===== src/logic/usb_ep0_defs.vh =====
// Shared constants of the endpoint 0 handshake control block.
// Assumes inclusion by bare name from the files under logic/.
`ifndef USB_EP0_DEFS_VH
`define USB_EP0_DEFS_VH

// ***********************************************************
// FIFO geometry
// ***********************************************************
`define EP0_FIFO_DEPTH 8
`define EP0_FIFO_AW 3
`define EP0_CNT_W 4
`define EP0_FIFO_FULL 4'h8
`define EP0_CNT_ONE 4'h1
`define EP0_CNT_ZERO 4'h0
`define EP0_SETUP_LEN 8

// ***********************************************************
// Register byte offsets on the Wishbone bus
// ***********************************************************
`define REG_NAK_CTRL 8'h00
`define REG_RX_FIFO 8'h04
`define REG_TX_FIFO 8'h08
`define REG_RX_LEN 8'h0C
`define REG_SETUP_LO 8'h10
`define REG_SETUP_HI 8'h14
`define REG_IRQ_STAT 8'h18
`define REG_IRQ_CLR 8'h1C
`define REG_IRQ_MASK 8'h20
`define REG_DATA_END 8'h24
`define REG_FIFO_CLR 8'h28

// ***********************************************************
// Field positions and reset values
// ***********************************************************
`define NAK_OUT_BIT 1
`define NAK_IN_BIT 0
`define DEND_EP0_BIT 0
`define CLR_RX_BIT 0
`define CLR_TX_BIT 1
`define IRQ_OVERRUN 0
`define IRQ_DECODE 1
`define IRQ_RX_PKT 2
`define IRQ_TX_ACK 3
`define IRQ_W 4
`define IRQ_RESET 4'h0
`define MASK_RESET 4'h0

// ***********************************************************
// Timing: a FIFO clear shows on the fifth clock
// ***********************************************************
`define CLR_STAGES 4

`endif


===== src/logic/ep0_fifo.v =====
// Byte FIFO for the control endpoint, eight bytes deep.
// Assumes one clock; pops never exceed what was pushed.
`timescale 1ns/1ps
`include "usb_ep0_defs.vh"

module ep0_fifo (
	input wire clock,
	input wire rst_b,
	input wire push,
	input wire [7:0] pushData,
	input wire pop,
	input wire rewind,
	input wire clear,
	output wire [7:0] popData,
	output wire [`EP0_CNT_W-1:0] count,
	output wire full
);

	// ***********************************************************
	// Storage and pointers
	// ***********************************************************
	reg [7:0] mem [0:`EP0_FIFO_DEPTH-1]; // Packet bytes
	reg [`EP0_CNT_W-1:0] wrCnt_q; // Bytes written
	reg [`EP0_CNT_W-1:0] rdIdx_q; // Read position

	// Reads never consume storage, so a rewind replays the packet
	assign count = wrCnt_q - rdIdx_q;
	assign full = (wrCnt_q == `EP0_FIFO_FULL);
	assign popData = mem[rdIdx_q[`EP0_FIFO_AW-1:0]];

	// ***********************************************************
	// Pointer update; clear beats every other action
	// ***********************************************************
	always @(posedge clock or negedge rst_b) begin
		if (!rst_b) begin
			wrCnt_q <= `EP0_CNT_ZERO;
			rdIdx_q <= `EP0_CNT_ZERO;
		end else if (clear) begin
			wrCnt_q <= `EP0_CNT_ZERO;
			rdIdx_q <= `EP0_CNT_ZERO;
		end else begin
			// Push refused once full
			if (push && !full)
				wrCnt_q <= wrCnt_q + `EP0_CNT_ONE;
			// Rewind restarts reading from the first byte
			if (rewind)
				rdIdx_q <= `EP0_CNT_ZERO;
			else if (pop && (count != `EP0_CNT_ZERO))
				rdIdx_q <= rdIdx_q + `EP0_CNT_ONE;
		end
	end

	// Data array needs no reset
	always @(posedge clock) begin
		if (push && !full && !clear)
			mem[wrCnt_q[`EP0_FIFO_AW-1:0]] <= pushData;
	end

endmodule


===== src/logic/usb_ep0_nak_control.v =====
// Endpoint 0 NAK and handshake control with its Wishbone registers.
// Assumes the serial engine signals run on the same clock as the bus.
//
// Functional notes
// - Out NAK bit decides OUT token answer
// - Good OUT packet sets out NAK
// - Receive FIFO drained clears out NAK
// - Firmware set NAK holds until firmware clears
// - Receive FIFO clear clears out NAK
// - Ready data goes on next IN token
// - SETUP mid transfer sets overrun flag
// - Zero write clears overrun; newest setup shown
// - FIFO clear shows four clocks later
// - Out NAK writes ignored while NAK sent
`timescale 1ns/1ps
`include "usb_ep0_defs.vh"

module usb_ep0_nak_control (
	input wire clock,
	input wire rst_b,
	input wire cyc_i,
	input wire stb_i,
	input wire we_i,
	input wire [7:0] adr_i,
	input wire [3:0] sel_i,
	input wire [31:0] dat_i,
	output reg [31:0] dat_o,
	output reg ack_o,
	output reg irq,
	input wire setupStart,
	input wire setupByteValid,
	input wire [7:0] setupByte,
	input wire setupDone,
	input wire ctrlDone,
	input wire outToken,
	input wire outByteValid,
	input wire [7:0] outByte,
	input wire outDataOk,
	input wire outDataBad,
	input wire inToken,
	input wire hostAck,
	input wire statusStage,
	input wire ep2Naking,
	output reg outAckReply,
	output reg outNakReply,
	output reg inNakReply,
	output reg txValid,
	output reg [7:0] txByte,
	output reg txEnd
);

	// ***********************************************************
	// Helpers
	// ***********************************************************
	// Word decode; the low two address bits are ignored
	function hit;
		input [7:0] adr;
		input [7:0] off;
		begin
			hit = (adr[7:2] == off[7:2]);
		end
	endfunction

	// ***********************************************************
	// State
	// ***********************************************************
	reg outNak_q; // Answer NAK to OUT tokens
	reg outNak_d;
	reg inReady_q; // Transmit data queued for IN
	reg inReady_d;
	reg rxOpen_q; // OUT data phase accepted
	reg xferActive_q; // Control transfer in progress
	reg [`EP0_FIFO_AW-1:0] setupIdx_q; // Next setup byte slot
	reg [7:0] setupBuf [0:`EP0_SETUP_LEN-1]; // Latest setup packet
	reg [`EP0_CNT_W-1:0] rxLen_q; // Length of last packet
	reg [`IRQ_W-1:0] irqStat_q; // Sticky event bits
	reg [`IRQ_W-1:0] irqStat_d;
	reg [`IRQ_W-1:0] mask_q; // Interrupt enables
	reg [`CLR_STAGES-1:0] rxClrPipe_q; // Delayed receive clear
	reg [`CLR_STAGES-1:0] txClrPipe_q; // Delayed transmit clear
	reg [1:0] txState_q; // Transmit sequencer
	reg [31:0] rdData; // Read mux result

	// Transmit sequencer codes
	localparam [1:0] TX_IDLE = 2'h0; // No IN data moving
	localparam [1:0] TX_SEND = 2'h1; // Bytes going out
	localparam [1:0] TX_WAIT = 2'h2; // Waiting for host ACK

	// ***********************************************************
	// Bus decode
	// ***********************************************************
	// One request per ack; the cycle with ack high blocks a repeat
	wire busReq = cyc_i && stb_i && !ack_o;
	wire wrAcc = busReq && we_i && sel_i[0];
	wire rdAcc = busReq && !we_i;

	// ***********************************************************
	// FIFOs
	// ***********************************************************
	wire [7:0] rxPopData;
	wire [`EP0_CNT_W-1:0] rxCount;
	wire [7:0] txPopData;
	wire [`EP0_CNT_W-1:0] txCount;
	wire txFull;

	wire rxClrApply = rxClrPipe_q[`CLR_STAGES-1];
	wire txClrApply = txClrPipe_q[`CLR_STAGES-1];

	// Firmware pop, only when data remains
	wire rxPop = rdAcc && hit(adr_i, `REG_RX_FIFO) &&
		(rxCount != `EP0_CNT_ZERO);
	// Last byte read empties the FIFO
	wire rxEmptied = rxPop && (rxCount == `EP0_CNT_ONE);
	wire rxPush = rxOpen_q && outByteValid;
	// A corrupt packet is dropped whole
	wire rxClear = rxClrApply || (rxOpen_q && outDataBad);
	wire rxGood = rxOpen_q && outDataOk;

	// Firmware may not change a packet already queued
	wire txPush = wrAcc && hit(adr_i, `REG_TX_FIFO) && !inReady_q;
	wire txFills = txPush && (txCount == `EP0_FIFO_FULL - `EP0_CNT_ONE);
	wire txSendStep = (txState_q == TX_SEND) &&
		(txCount != `EP0_CNT_ZERO);
	wire txStart = inToken && inReady_q && (txState_q != TX_SEND);
	wire txAcked = hostAck && (txState_q == TX_WAIT);
	wire txAbort = statusStage && inReady_q;
	wire txClear = txClrApply || txAcked || txAbort;

	ep0_fifo rxFifo (
		.clock(clock),
		.rst_b(rst_b),
		.push(rxPush),
		.pushData(outByte),
		.pop(rxPop),
		.rewind(1'b0),
		.clear(rxClear),
		.popData(rxPopData),
		.count(rxCount),
		.full()
	);

	ep0_fifo txFifo (
		.clock(clock),
		.rst_b(rst_b),
		.push(txPush),
		.pushData(dat_i[7:0]),
		.pop(txSendStep),
		.rewind(txStart),
		.clear(txClear),
		.popData(txPopData),
		.count(txCount),
		.full(txFull)
	);

	// ***********************************************************
	// Out NAK bit
	// ***********************************************************
	// NAK being sent on endpoint 0 reads or endpoint 2 locks the bit
	wire nakBusy = inNakReply || ep2Naking;
	wire fwNakWr = wrAcc && hit(adr_i, `REG_NAK_CTRL) && !nakBusy;

	// Clears first, firmware next, hardware set last so it wins
	always @* begin
		outNak_d = outNak_q;
		if (rxEmptied)
			outNak_d = 1'b0;
		if (rxClrApply)
			outNak_d = 1'b0;
		if (fwNakWr)
			outNak_d = dat_i[`NAK_OUT_BIT];
		if (rxGood)
			outNak_d = 1'b1;
	end

	// ***********************************************************
	// In ready bit
	// ***********************************************************
	wire dataEndWr = wrAcc && hit(adr_i, `REG_DATA_END) &&
		dat_i[`DEND_EP0_BIT];

	always @* begin
		inReady_d = inReady_q;
		// The host ack, an abort or the delayed transmit clear releases the packet
		if (txAcked)
			inReady_d = 1'b0;
		if (txAbort)
			inReady_d = 1'b0;
		if (txClrApply)
			inReady_d = 1'b0;
		// Short packet by data end, full packet by itself
		if (dataEndWr || txFills)
			inReady_d = 1'b1;
	end

	// ***********************************************************
	// Interrupt status
	// ***********************************************************
	wire overrunEv = setupStart && xferActive_q;
	wire [`IRQ_W-1:0] evSet = {txAcked, rxGood, setupDone, overrunEv};
	wire [`IRQ_W-1:0] w1cClr = (wrAcc && hit(adr_i, `REG_IRQ_STAT)) ?
		dat_i[`IRQ_W-1:0] : `IRQ_RESET;
	// Clear register works on written zeros
	wire [`IRQ_W-1:0] w0Clr = (wrAcc && hit(adr_i, `REG_IRQ_CLR)) ?
		~dat_i[`IRQ_W-1:0] : `IRQ_RESET;

	// A new event in the clearing cycle survives
	always @* begin
		irqStat_d = (irqStat_q & ~(w1cClr | w0Clr)) | evSet;
	end

	// ***********************************************************
	// Read mux
	// ***********************************************************
	always @* begin
		rdData = 32'h00000000;
		// Word index widened to the offsets' width
		case ({2'h0, adr_i[7:2]})
		`REG_NAK_CTRL >> 2: begin
			rdData[`NAK_OUT_BIT] = outNak_q;
			rdData[`NAK_IN_BIT] = inReady_q;
		end
		`REG_RX_FIFO >> 2: begin
			rdData[7:0] = rxPopData;
		end
		`REG_RX_LEN >> 2: begin
			rdData[`EP0_CNT_W-1:0] = rxLen_q;
		end
		`REG_SETUP_LO >> 2: begin
			rdData = {setupBuf[3], setupBuf[2], setupBuf[1],
				setupBuf[0]};
		end
		`REG_SETUP_HI >> 2: begin
			rdData = {setupBuf[7], setupBuf[6], setupBuf[5],
				setupBuf[4]};
		end
		`REG_IRQ_STAT >> 2: begin
			rdData[`IRQ_W-1:0] = irqStat_q;
		end
		`REG_IRQ_MASK >> 2: begin
			rdData[`IRQ_W-1:0] = mask_q;
		end
		// Unmapped and write-only words read zero
		default: begin
			rdData = 32'h00000000;
		end
		endcase
	end

	// ***********************************************************
	// Bus answer and control registers
	// ***********************************************************
	always @(posedge clock or negedge rst_b) begin
		if (!rst_b) begin
			ack_o <= 1'b0;
			dat_o <= 32'h00000000;
			outNak_q <= 1'b0;
			inReady_q <= 1'b0;
			irqStat_q <= `IRQ_RESET;
			mask_q <= `MASK_RESET;
			irq <= 1'b0;
			rxClrPipe_q <= {`CLR_STAGES{1'b0}};
			txClrPipe_q <= {`CLR_STAGES{1'b0}};
		end else begin
			// Every access, mapped or not, gets ack next cycle
			ack_o <= busReq;
			if (rdAcc)
				dat_o <= rdData;
			outNak_q <= outNak_d;
			inReady_q <= inReady_d;
			irqStat_q <= irqStat_d;
			if (wrAcc && hit(adr_i, `REG_IRQ_MASK))
				mask_q <= dat_i[`IRQ_W-1:0];
			// Level output, one clock behind the status bits
			irq <= |(irqStat_q & mask_q);
			// Clear requests ripple four stages, then act
			rxClrPipe_q <= {rxClrPipe_q[`CLR_STAGES-2:0],
				wrAcc && hit(adr_i, `REG_FIFO_CLR) &&
				dat_i[`CLR_RX_BIT]};
			txClrPipe_q <= {txClrPipe_q[`CLR_STAGES-2:0],
				wrAcc && hit(adr_i, `REG_FIFO_CLR) &&
				dat_i[`CLR_TX_BIT]};
		end
	end

	// ***********************************************************
	// Setup capture and overrun tracking
	// ***********************************************************
	// Newest setup always overwrites, so a reread sees it
	always @(posedge clock or negedge rst_b) begin
		if (!rst_b) begin
			setupIdx_q <= {`EP0_FIFO_AW{1'b0}};
			xferActive_q <= 1'b0;
		end else begin
			if (setupStart)
				setupIdx_q <= {`EP0_FIFO_AW{1'b0}};
			else if (setupByteValid)
				setupIdx_q <= setupIdx_q + 1'b1;
			// Setup done wins over control done in the same cycle
			if (setupDone)
				xferActive_q <= 1'b1;
			else if (ctrlDone)
				xferActive_q <= 1'b0;
		end
	end

	// Setup bytes need no reset
	always @(posedge clock) begin
		if (setupByteValid && !setupStart)
			setupBuf[setupIdx_q] <= setupByte;
	end

	// ***********************************************************
	// OUT data phase
	// ***********************************************************
	always @(posedge clock or negedge rst_b) begin
		if (!rst_b) begin
			rxOpen_q <= 1'b0;
			rxLen_q <= `EP0_CNT_ZERO;
			outAckReply <= 1'b0;
			outNakReply <= 1'b0;
		end else begin
			// Accept data only while the NAK bit is low
			if (outToken && !outNak_q)
				rxOpen_q <= 1'b1;
			else if (outDataOk || outDataBad)
				rxOpen_q <= 1'b0;
			outNakReply <= outToken && outNak_q;
			outAckReply <= rxGood;
			// Length register holds the packet size
			if (rxGood)
				rxLen_q <= rxCount;
			else if (rxClear)
				rxLen_q <= `EP0_CNT_ZERO;
		end
	end

	// ***********************************************************
	// IN data phase
	// ***********************************************************
	// Packet stays in the FIFO until acked, so a retry replays it
	always @(posedge clock or negedge rst_b) begin
		if (!rst_b) begin
			txState_q <= TX_IDLE;
			txValid <= 1'b0;
			txByte <= 8'h00;
			txEnd <= 1'b0;
			inNakReply <= 1'b0;
		end else begin
			txValid <= 1'b0;
			txEnd <= 1'b0;
			inNakReply <= inToken && !inReady_q;
			case (txState_q)
			TX_IDLE: begin
				// First IN token after ready carries data
				if (txStart)
					txState_q <= TX_SEND;
			end
			TX_SEND: begin
				if (txAbort || txClrApply) begin
					txState_q <= TX_IDLE;
				end else if (txCount != `EP0_CNT_ZERO) begin
					txValid <= 1'b1;
					txByte <= txPopData;
				end else begin
					// Count at zero ends the packet; zero-length if nothing was queued
					txEnd <= 1'b1;
					txState_q <= TX_WAIT;
				end
			end
			TX_WAIT: begin
				if (txAcked || txAbort || txClrApply)
					txState_q <= TX_IDLE;
				else if (txStart)
					txState_q <= TX_SEND;
			end
			default: begin
				txState_q <= TX_IDLE;
			end
			endcase
		end
	end

endmodule


===== config.mk =====
export PLATFORM = sky130hd
export DESIGN_NAME = usb_ep0_nak_control
export DESIGN_NICKNAME = d
export VERILOG_FILES = /design/src/logic/ep0_fifo.v /design/src/logic/usb_ep0_nak_control.v
export VERILOG_INCLUDE_DIRS = /design/src /design/src/logic
export SDC_FILE = /design/constraint.sdc
export NUM_CORES = 1
export LEC_CHECK = 0
export ABC_CLOCK_PERIOD_IN_PS = 4900
export BUFFER_PORTS_ARGS = -buffer_cell sky130_fd_sc_hd__buf_2
export CORE_MARGIN = 2
export CORE_UTILIZATION = 55
export CTS_CLUSTER_SIZE = 20
export DETAILED_ROUTE_END_ITERATION = 10
export GPL_TIMING_DRIVEN = 0
export PLACE_DENSITY = 0.74
export SLEW_MARGIN = 20
export SYNTH_ARGS = -nofsm -noshare
export SYNTH_HDL_FRONTEND = slang
export SYNTH_HIERARCHICAL = 1
export SYNTH_SLANG_ARGS = --single-unit

===== constraint.sdc =====
create_clock -name clock -period 4.9 [get_ports clock]
set_input_delay 0.245 -clock clock [delete_from_list [all_inputs] [get_ports clock]]
set_output_delay 0.245 -clock clock [all_outputs]
set_load 0.01 [all_outputs]

==> results of run 1 <==
-- metal layers --
layer | share of wire (%) | wire [um]
met1 | 43 | 10300
met2 | 49 | 11800
met3 | 6.5 | 1560
met4 | 1.4 | 325
met5 | 0 | 0
-- layout make-up --
cell class	count	area [um2]
buffer	30	158
inverter	26	97.6
clock buffer	44	802
tap	275	344
sequential	284	8070
clock inverter	10	174
fill	1490	7170
timing repair buffer	115	709
multi-input combinational	455	3440
-- registers in the layout, summed over array words and instances, names as in the netlist, 2 cells and up --
signal and cells:
rxFifo/mem 64, rxFifo/rdIdx_q 4, txByte 8, txFifo/mem 64
rxClrPipe_q 4, rxFifo/wrCnt_q 4, txFifo/wrCnt_q 4, rxLen_q 4
dat_o 32, setupBuf 64, irqStat_q 4, mask_q 4
setupIdx_q 3, txClrPipe_q 4, txFifo/rdIdx_q 4, txState_q 2
-- metrics by stage --
| step | instance area (um2) | cells | setup WS (ns) | hold WS (ns) |
|---|---|---|---|---|
| 4_1_cts | 13800 | 1239 | 1.11 | 0.000119 |
| 5_1_grt | 13800 | 1239 | 0.870 | 0.00695 |
| 3_5_place_dp | 12600 | 1164 | 1.16 | 0.210 |
| 6_report | 13800 | 1239 | 1.15 | 0.0267 |
| 2_1_floorplan | 11700 | 795 | 1.99 | -0.0506 |
| 3_3_place_gp | 12500 | 1161 | 1.25 | 0.332 |
-- critical path: cells and delay by family, from the launching register on --
family / cells / cell delay [ns]
AO/OA/AOI/OAI: 1 / 0.31
adder cells (fa/ha/maj): 1 / 0.49
buffers and inverters: 2 / 0.83
flip-flops: 1 / 0.35
multiplexers: 1 / 0.39
AND/OR/NAND/NOR: 5 / 1.26
-- repair_timing --
item                                    CTS  global route
hold buffers                             21             0
endpoints found under the setup margin    0             0
endpoints found under the hold margin   163             0
-- cell usage in the layout (no fill, tap or decap), types with 8 or more instances in the layout --
master	count
a22oi_1	36
o21ai_1	16
inv_1	21
ha_1	13
a21oi_1	11
mux4_2	32
nor3_2	8
o21ai_0	20
buf_2	97
dfrtp_1	92
edfxtp_1	192
nor2_1	37
nand3_1	8
mux2i_1	14
clkbuf_16	29
dlygate4sd3_1	21
clkbuf_1	28
mux2_2	17
nand2_1	125
-- final timing paths --
kind	endpoint	slack, ns	cells past startpoint
min in group asynchronous	txByte[1]	0.20	2
min reg2reg	txClrPipe_q[2]	0.35	0
max in group asynchronous	setupIdx_q[2]	4.10	3
max	txByte[4]	1.15	10
max reg2reg	txByte[4]	1.15	10
min	setupBuf[2][7]	0.03	1
-- power by group through the flow --
| stage | registers [uW] | clock network [uW] | logic [uW] |
|---|---|---|---|
| 2_1_floorplan | 2770 | 0 | 488 |
| 3_3_place_gp | 2770 | 0 | 692 |
| 5_1_grt | 2750 | 2380 | 808 |
| 6_report | 2740 | 2230 | 728 |
| 4_1_cts | 2730 | 2270 | 729 |
| 3_5_place_dp | 2780 | 0 | 708 |
==> reports/results.ini, run 1 <==
[power_and_ir_drop]
ir_worst_vdd_uv=341
power.leakage_uw=0.00531
intPower_uw=4320
switching_power_uw=1370
p_total_uw=5690
sequentialPowerShare_pct=48.1
clock_power_share_pct=39.1
p_sw_share_pct=24.1
power_frac_comb_pct=12.8
powerDensity_mw_per_mm2=413

[route]
drt_iter0_markers=508
drc=0
via_per_inst=5.72
vias=7091
routed_wl_um=23900
dr.pass1.iters=5
ant_nets=0
wl_per_cell_um=19.3

[timing]
final.period_utilization_pct=76.4
slew_headroom_pct=47.4
period_minus_slack_ns=3.75
max_freq_mhz=267
setup_viol=0
hold_violations=0
rsz0062_at_grt=no
worst_pin_slew_ns=0.785
tns_ns=0
finalClockSkew_ns=0.00806
drv_slew=0

[flow_run]
cap_violations=0

[global_route]
antenna_found_initial=0
grt_usage_pct=21.7
grt_overflow=0
grt_use_met1_pct=31.1
use_met2_pct=35.4
grt_max_degree=48
grt_most_used_layer=met2
grt_pass1_wl_um=37500
first_global_vias=6926
met3_usage_pct=3.87

[cts]
cts_num_sinks=284
cts_resized=0
cts_tree=built
ctsRootBufferMaster=clkbuf_16
cts_buffers=29
clk_pin_slew_ns=0.06
clock_latency_ns=0.54
postCtsSetupRepairBufs=0
cts_buffer_depth=3
cts_max_level=1

[status]
status=complete, no violations

[placement]
io_buffers=91
gp_congestion=0.886
dp_hpwl_um=16300

[synthesis]
netlist_instances=794
syn_area_per_cell_um2=14.7
syn-cell-area_mm2=0.0117
yosys_warnings=6

[die]
core_mm2=0.0210
initial_core_util_pct=55.8
die_w_um=150
io_pins=124
die_area_mm2=0.0225
fp-row-count=53
die_h_um=150

[layout]
syn_to_final_growth_pct=17.8
final_util_pct=65.8
drive_gt1_share_pct=24.0
fin_nets=1033
diodes=0

[setup_path]
path_cells=clkbuf_1, clkinv_1, ha_1, and3b_1, o21ai_1, nand2_1, nor4_1, nor2b_1, nand2_1, mux2_2
cpMaxStageDelayCell=ha_1
cpMostUsedCell=nand2_1
critPathLaunch=txFifo/rdIdx_q[2]
cp.required_ns=5.32
worstSetupPathType=reg -> reg
crit_path_end_kind=flop
reg2reg_from=txFifo/rdIdx_q[2]
worstPathArrival_ns=4.17
cp-start-kind=flop
max_stage_delay_ns=0.49
crit_fanout=10

[min_path]
holdCritStartpoint=setupByte[7]
hp-class=in -> reg

Power figures use the tool's default switching activity.
==> run 2: changes to the inputs <==
--- a/config.mk
+++ b/config.mk
@@ -6,7 +6,8 @@
 export SDC_FILE = /design/constraint.sdc
 export NUM_CORES = 1
 export LEC_CHECK = 0
-export ABC_CLOCK_PERIOD_IN_PS = 4900
+export ABC_AREA = 1
+export ABC_CLOCK_PERIOD_IN_PS = 3600
 export BUFFER_PORTS_ARGS = -buffer_cell sky130_fd_sc_hd__buf_2
 export CORE_MARGIN = 2
 export CORE_UTILIZATION = 55
==> constraint.sdc (replaced) <==
create_clock -name clock -period 3.6 [get_ports clock]
set_input_delay 0.18 -clock clock [delete_from_list [all_inputs] [get_ports clock]]
set_output_delay 0.18 -clock clock [all_outputs]
set_load 0.01 [all_outputs]
==> run 2 against run 1 <==
- first-iteration DRC count is 12% lower
- clock skew is 0.0020 ns higher
- wire length is 14% higher
- critical path type unchanged
- critical endpoint is now txByte[7]
- largest cell class unchanged
==> reports/results.ini, run 2 <==
[status]
status=complete, no violations

[layout]
fin_nets=1359  ; +32%
fin_area_mm2=0.0142  ; +3.1%
final_cells=1564  ; +26%
mostFrequentLayoutCell=nand2_1
diodes=0  ; unchanged
drive_gt1_share_pct=18.1  ; -5.9 points
syn_to_final_growth_pct=18.6
mostFrequentLayoutCells=nand2_1 (237), edfxtp_1 (192), nor2_1 (170)

[route]
met2_wirelength_um=13400  ; +14%
ant_nets=0  ; unchanged
dr.pass1.iters=5  ; unchanged
via_per_inst=5.43  ; -5.1%
routed_wl_um=27200  ; +14%
met1_length_um=11500  ; +12%
drc=0  ; unchanged
top_layer=met4
wl_per_cell_um=17.4  ; -10%
drt_iter0_markers=449  ; -12%
vias=8498  ; +20%
wl_met3_um=1640  ; +4.9%

[setup_path]
cp.required_ns=4.02  ; -1.30 ns
path_cells=buf_2, clkinv_1, ha_1, a21oi_1, nand2_1, nand2_2, nand2_1, nor2_1, nand3_1, nand2_2, clkinv_1, nand2_1, nand2_1
crit_path_end_kind=flop
max_stage_delay_ns=0.41  ; -0.08 ns
cp-start-kind=flop
worstPathArrival_ns=3.37  ; -0.80 ns
crit_fanout=10  ; unchanged
path_delay_family=simple AND/OR/NAND/NOR gates
cpMostUsedCell=nand2_1
worstSetupPathType=reg -> reg
cp.buffers_inverters=3  ; +1
cpMaxStageDelayCell=ha_1

[timing]
slew_headroom_pct=38.9  ; -8.5 points
rsz0062_at_grt=no
finalClockSkew_ns=0.0101  ; +0.00204 ns
final.period_utilization_pct=82.0  ; +5.6 points
hold_violations=0  ; unchanged
period_minus_slack_ns=2.95  ; -0.792 ns
setup_viol=0  ; unchanged
worst_pin_slew_ns=0.913  ; +0.127 ns
max_freq_mhz=339  ; +27%
holdWs_ns=0.0182  ; -0.00844 ns
drv_slew=0  ; unchanged
tns_ns=0  ; unchanged

[cts]
cts_buffer_depth=3  ; unchanged
cts_buffers=28  ; -3.4%
clock_latency_ns=0.54  ; about the same
cts_resized=0  ; unchanged
cts-hold-fix-buffers=37  ; +76%
postCtsSetupRepairBufs=0  ; unchanged
cts_tree=built
ctsRootBufferMaster=clkbuf_16
clk_pin_slew_ns=0.07  ; about the same
cts_num_sinks=284  ; unchanged
cts_max_level=1  ; unchanged

[global_route]
grt_max_degree=60  ; +25%
first_global_vias=8452  ; +22%
antenna_found_initial=0  ; unchanged
grt_usage_pct=24.1  ; +2.4 points
grt_pass1_wl_um=42700  ; +14%
grt_overflow=0  ; unchanged

[power_and_ir_drop]
powerDensity_mw_per_mm2=531  ; +29%
power.leakage_uw=0.00586  ; +10%
ir_worst_vdd_uv=490  ; +44%
p_total_uw=7550  ; +33%

[die]
io_pins=124  ; unchanged
core_mm2=0.0212  ; +1.3%
die_w_um=152  ; +1.1%
die_area_mm2=0.0230  ; +2.3%
fp-row-count=53  ; unchanged
die_h_um=152  ; +1.1%
initial_core_util_pct=56.4  ; +0.59 points

[synthesis]
syn-cell-area_mm2=0.0120  ; +2.3%
netlist_instances=1105  ; +39%
syn_area_per_cell_um2=10.8  ; -26%
yosys_warnings=6  ; unchanged
synth_nets=1197

[flow_run]
cap_violations=0  ; unchanged

[placement]
dp_hpwl_um=18400  ; +13%
dpl_cell_area_mm2=0.0128  ; +2.1%
gp_congestion=0.900  ; +1.6%
dpl.cell_count=1475  ; +27%
io_buffers=94  ; +3.3%

[min_path]
hp-class=in -> reg

-- run 2: cell types whose count changed in the layout (fill, tap and decap cells not counted), moves of 19 or more --
cell	change
a22oi_1	-36
nand2_1	+112
mux4_2	-32
nand3_1	+32
o21ai_0	+33
inv_1	+33
clkbuf_1	-19
a21oi_1	+53
nor2_1	+133
-- run 2: report_power, final --
part           switching (uW)  internal [uW]  total [uW]
Clock                    1210           1870        3080
Combinational             462            257         719
Sequential               96.8           3650        3740
Total                    1770           5780        7550
-- run 2: area by class of cell --
type | instances | area [um2]
plain buffers | 37 | 239
clock buffers | 36 | 772
clock inverters | 16 | 213
fillers | 1571 | 7010
inverters | 73 | 275
multi-input cells | 711 | 3420
flip-flops and latches | 284 | 8070
well taps | 275 | 344
repair buffers | 132 | 875
-- run 2: stage by stage --
stage	setup slack, ns	utilization (%)
6_report	0.646	67.0
5_1_grt	0.371	67.0
4_1_cts	0.613	66.9
3_5_place_dp	0.648	60.5
3_3_place_gp	0.717	60.3
2_1_floorplan	1.29	-
-- run 2: path summary, 6_finish.rpt --
| check | start | to | slack (ns) | cells after the start |
|---|---|---|---|---|
| setup / recovery | txFifo/rdIdx_q[2] | txByte[7] | 0.65 | 13 |
| hold / removal | setupByte[4] | setupBuf[7][4] | 0.02 | 1 |
| setup reg to reg | txFifo/rdIdx_q[2] | txByte[7] | 0.65 | 13 |
| hold reg to reg | txClrPipe_q[1] | txClrPipe_q[2] | 0.35 | 0 |
| max in group asynchronous | rst_b | dat_o[1] | 2.86 | 3 |
| min in group asynchronous | rst_b | rxOpen_q | 0.11 | 2 |
-- run 2: metal layers --
metal	vias up	GRT usage, %
li1	4088	-
met1	4071	31.8
met2	281	41.2
met3	58	4.31
met4	0	7.08
met5	-	0
==> run 3: changes to the inputs <==
--- a/config.mk
+++ b/config.mk
@@ -7,7 +7,7 @@
 export NUM_CORES = 1
 export LEC_CHECK = 0
 export ABC_AREA = 1
-export ABC_CLOCK_PERIOD_IN_PS = 3600
+export ABC_CLOCK_PERIOD_IN_PS = 3030
 export BUFFER_PORTS_ARGS = -buffer_cell sky130_fd_sc_hd__buf_2
 export CORE_MARGIN = 2
 export CORE_UTILIZATION = 55
==> constraint.sdc (replaced) <==
create_clock -name clock -period 3.03 [get_ports clock]
set_input_delay 0.1515 -clock clock [delete_from_list [all_inputs] [get_ports clock]]
set_output_delay 0.1515 -clock clock [all_outputs]
set_load 0.01 [all_outputs]
==> run 3 against run 2 <==
- clock skew about the same
- wire length up 0.40%
- die area unchanged
- critical path type unchanged
- flip-flop and latch count unchanged
- clock power up 19%
- register-to-register slack worse by 0.39 ns
- critical path depth unchanged
- highest routed layer unchanged
- largest power group unchanged
- critical endpoint unchanged
==> reports/results.ini, run 3 (synthesized netlist as in run 2, its figures left out) <==
[setup_path]
cpMostUsedCell=nand2_1
cp.required_ns=3.45  ; -0.57 ns
max_stage_delay_ns=0.38  ; -0.03 ns
crit_path_end_kind=flop
cp-start-kind=flop
path_cells=buf_2, clkinvlp_4, ha_1, a21oi_1, nand2_1, nand2_2, nand2_1, nor2_1, nand3_1, nand2_2, clkinvlp_4, nand2_1, nand2_1
worstSetupPathType=reg -> reg
cpMaxStageDelayCell=dfrtp_1
worstPathArrival_ns=3.19  ; -0.18 ns
crit_fanout=11  ; +1

[placement]
dp_hpwl_um=18400  ; unchanged
io_buffers=94  ; unchanged
gp_congestion=0.900  ; unchanged
dpl_cell_area_mm2=0.0128  ; unchanged

[status]
status=complete, no violations

[flow_run]
cap_violations=0  ; unchanged

[cts]
cts_max_level=1  ; unchanged
postCtsSetupRepairBufs=0  ; unchanged
clock_latency_ns=0.54  ; about the same
cts_buffers=28  ; unchanged
clk_pin_slew_ns=0.06  ; about the same
cts_num_sinks=284  ; unchanged
cts_buffer_depth=3  ; unchanged
cts_tree=built
ctsRootBufferMaster=clkbuf_16

[power_and_ir_drop]
ir_worst_vdd_uv=580  ; +18%
sequentialPowerShare_pct=49.6  ; about the same
intPower_uw=6870  ; +19%
p_sw_share_pct=23.5  ; +0.025 points
powerDensity_mw_per_mm2=629  ; +18%
switching_power_uw=2110  ; +19%
power_frac_comb_pct=9.6  ; about the same
power.leakage_uw=0.00587  ; +0.24%
clock_power_share_pct=40.8  ; about the same

[timing]
period_minus_slack_ns=2.77  ; -0.185 ns
rsz0062_at_grt=no
finalClockSkew_ns=0.0102  ; +0.0000990 ns
drv_slew=0  ; unchanged
slew_headroom_pct=39.7  ; +0.74 points
final.period_utilization_pct=91.4  ; +9.3 points
hold_violations=0  ; unchanged
setup_viol=0  ; unchanged
max_freq_mhz=361  ; +6.7%
worst_pin_slew_ns=0.902  ; -0.0110 ns
tns_ns=0  ; unchanged

[route]
dr.pass1.iters=5  ; unchanged
routed_wl_um=27300  ; +0.40%
ant_nets=0  ; unchanged
drt_iter0_markers=555  ; +24%
drc=0  ; unchanged
vias=8529  ; +0.36%
via_per_inst=5.44  ; about the same
wl_per_cell_um=17.4  ; about the same

[layout]
fin_area_mm2=0.0143  ; +0.39%
filler_cell_count=1565  ; -0.38%
mostFrequentLayoutCell=nand2_1
fin_nets=1364  ; +0.37%
drive_gt1_share_pct=18.2  ; +0.16 points
diodes=0  ; unchanged
syn_to_final_growth_pct=19.1
final_util_pct=67.2  ; +0.26 points
mostFrequentLayoutCells=nand2_1 (237), edfxtp_1 (192), nor2_1 (170)

[die]
io_pins=124  ; unchanged
core_mm2=0.0212  ; unchanged
die_area_mm2=0.0230  ; unchanged
initial_core_util_pct=56.4  ; unchanged
die_h_um=152  ; unchanged
die_w_um=152  ; unchanged
fp-row-count=53  ; unchanged

[global_route]
grt_overflow=0  ; unchanged
grt_pass1_wl_um=42800  ; +0.32%
first_global_vias=8467  ; +0.18%
grt_usage_pct=24.2  ; +0.11 points
grt_max_degree=60  ; unchanged
antenna_found_initial=0  ; unchanged

[min_path]
hp-class=in -> reg

-- run 3: cell count changes in the layout (fill, tap and decap cells not counted), sizes merged --
cell / change
clkinv: -2
clkinvlp: +3
dlygate4sd3: +4
-- run 3: metal layers --
layer | vias up | GRT usage [%] | wire, um | part of all wire, %
met5 | - | 0 | 0 | 0
met4 | 0 | 6.94 | 722 | 2.6
met3 | 61 | 4.19 | 1660 | 6.1
met2 | 274 | 41.4 | 13600 | 50
met1 | 4101 | 32.1 | 11400 | 42
li1 | 4093 | - | - | -
-- run 3: stage by stage --
stage | hold slack [ns] | total power [uW] | setup WS, ns | std cells
floorplan | -0.144 | 4990 | 0.717 | 1105
finish | 0.0311 | 8970 | 0.261 | 1569
CTS | 0.0150 | 9020 | 0.0429 | 1568
global route | 0.0371 | 9290 | 0.00625 | 1569
detailed placement | 0.0739 | 5340 | 0.0776 | 1475
global placement | 0.333 | 5300 | 0.147 | 1474
-- run 3: cell type report --
class                           instances  area, um2  area share [%]
Clock buffer                           36        772            5.41
Sequential cell                       284       8070            56.6
Timing Repair Buffer                  136        915            6.41
Inverter                               73        283            1.98
Timing Repair inverter                  1       7.51          0.0526
Buffer                                 37        239            1.68
Multi-Input combinational cell        711       3420            24.0
Clock inverter                         16        213            1.49
Tap cell                              275        344            2.41
-- run 3: worst paths after layout --
path,startpoint,endpoint,slack [ns],cells after the start
setup / recovery,txFifo/rdIdx_q[2],txByte[7],0.26,13
hold / removal,adr_i[2],txClrPipe_q[0],0.03,4
setup reg to reg,txFifo/rdIdx_q[2],txByte[7],0.26,13
hold reg to reg,txClrPipe_q[1],txClrPipe_q[2],0.35,0
max in group asynchronous,rst_b,dat_o[1],2.32,3
min in group asynchronous,rst_b,rxOpen_q,0.08,2
-- run 3: critical path: cells and delay by family (launching register included) --
| kind | cells | cell delay (ns) |
|---|---|---|
| flops | 1 | 0.38 |
| simple gates | 8 | 0.97 |
| buf+inv | 3 | 0.71 |
| fa+ha+maj | 1 | 0.37 |
| compound gates | 1 | 0.23 |
-- run 3: repair_timing --
action	4_1_cts	5_1_grt
hold endpoints to repair	303	0
hold buffers	41	0
resized for setup	0	3
endpoints found under the setup margin	0	10
-- run 3: power by group through the flow --
stage          combinational (uW)  clock (uW)  sequential (uW)
2_1_floorplan                 455           0             4540
3_3_place_gp                  777           0             4520
3_5_place_dp                  817           0             4530
4_1_cts                       864        3700             4450
5_1_grt                       972        3860             4470
6_report                      859        3660             4450
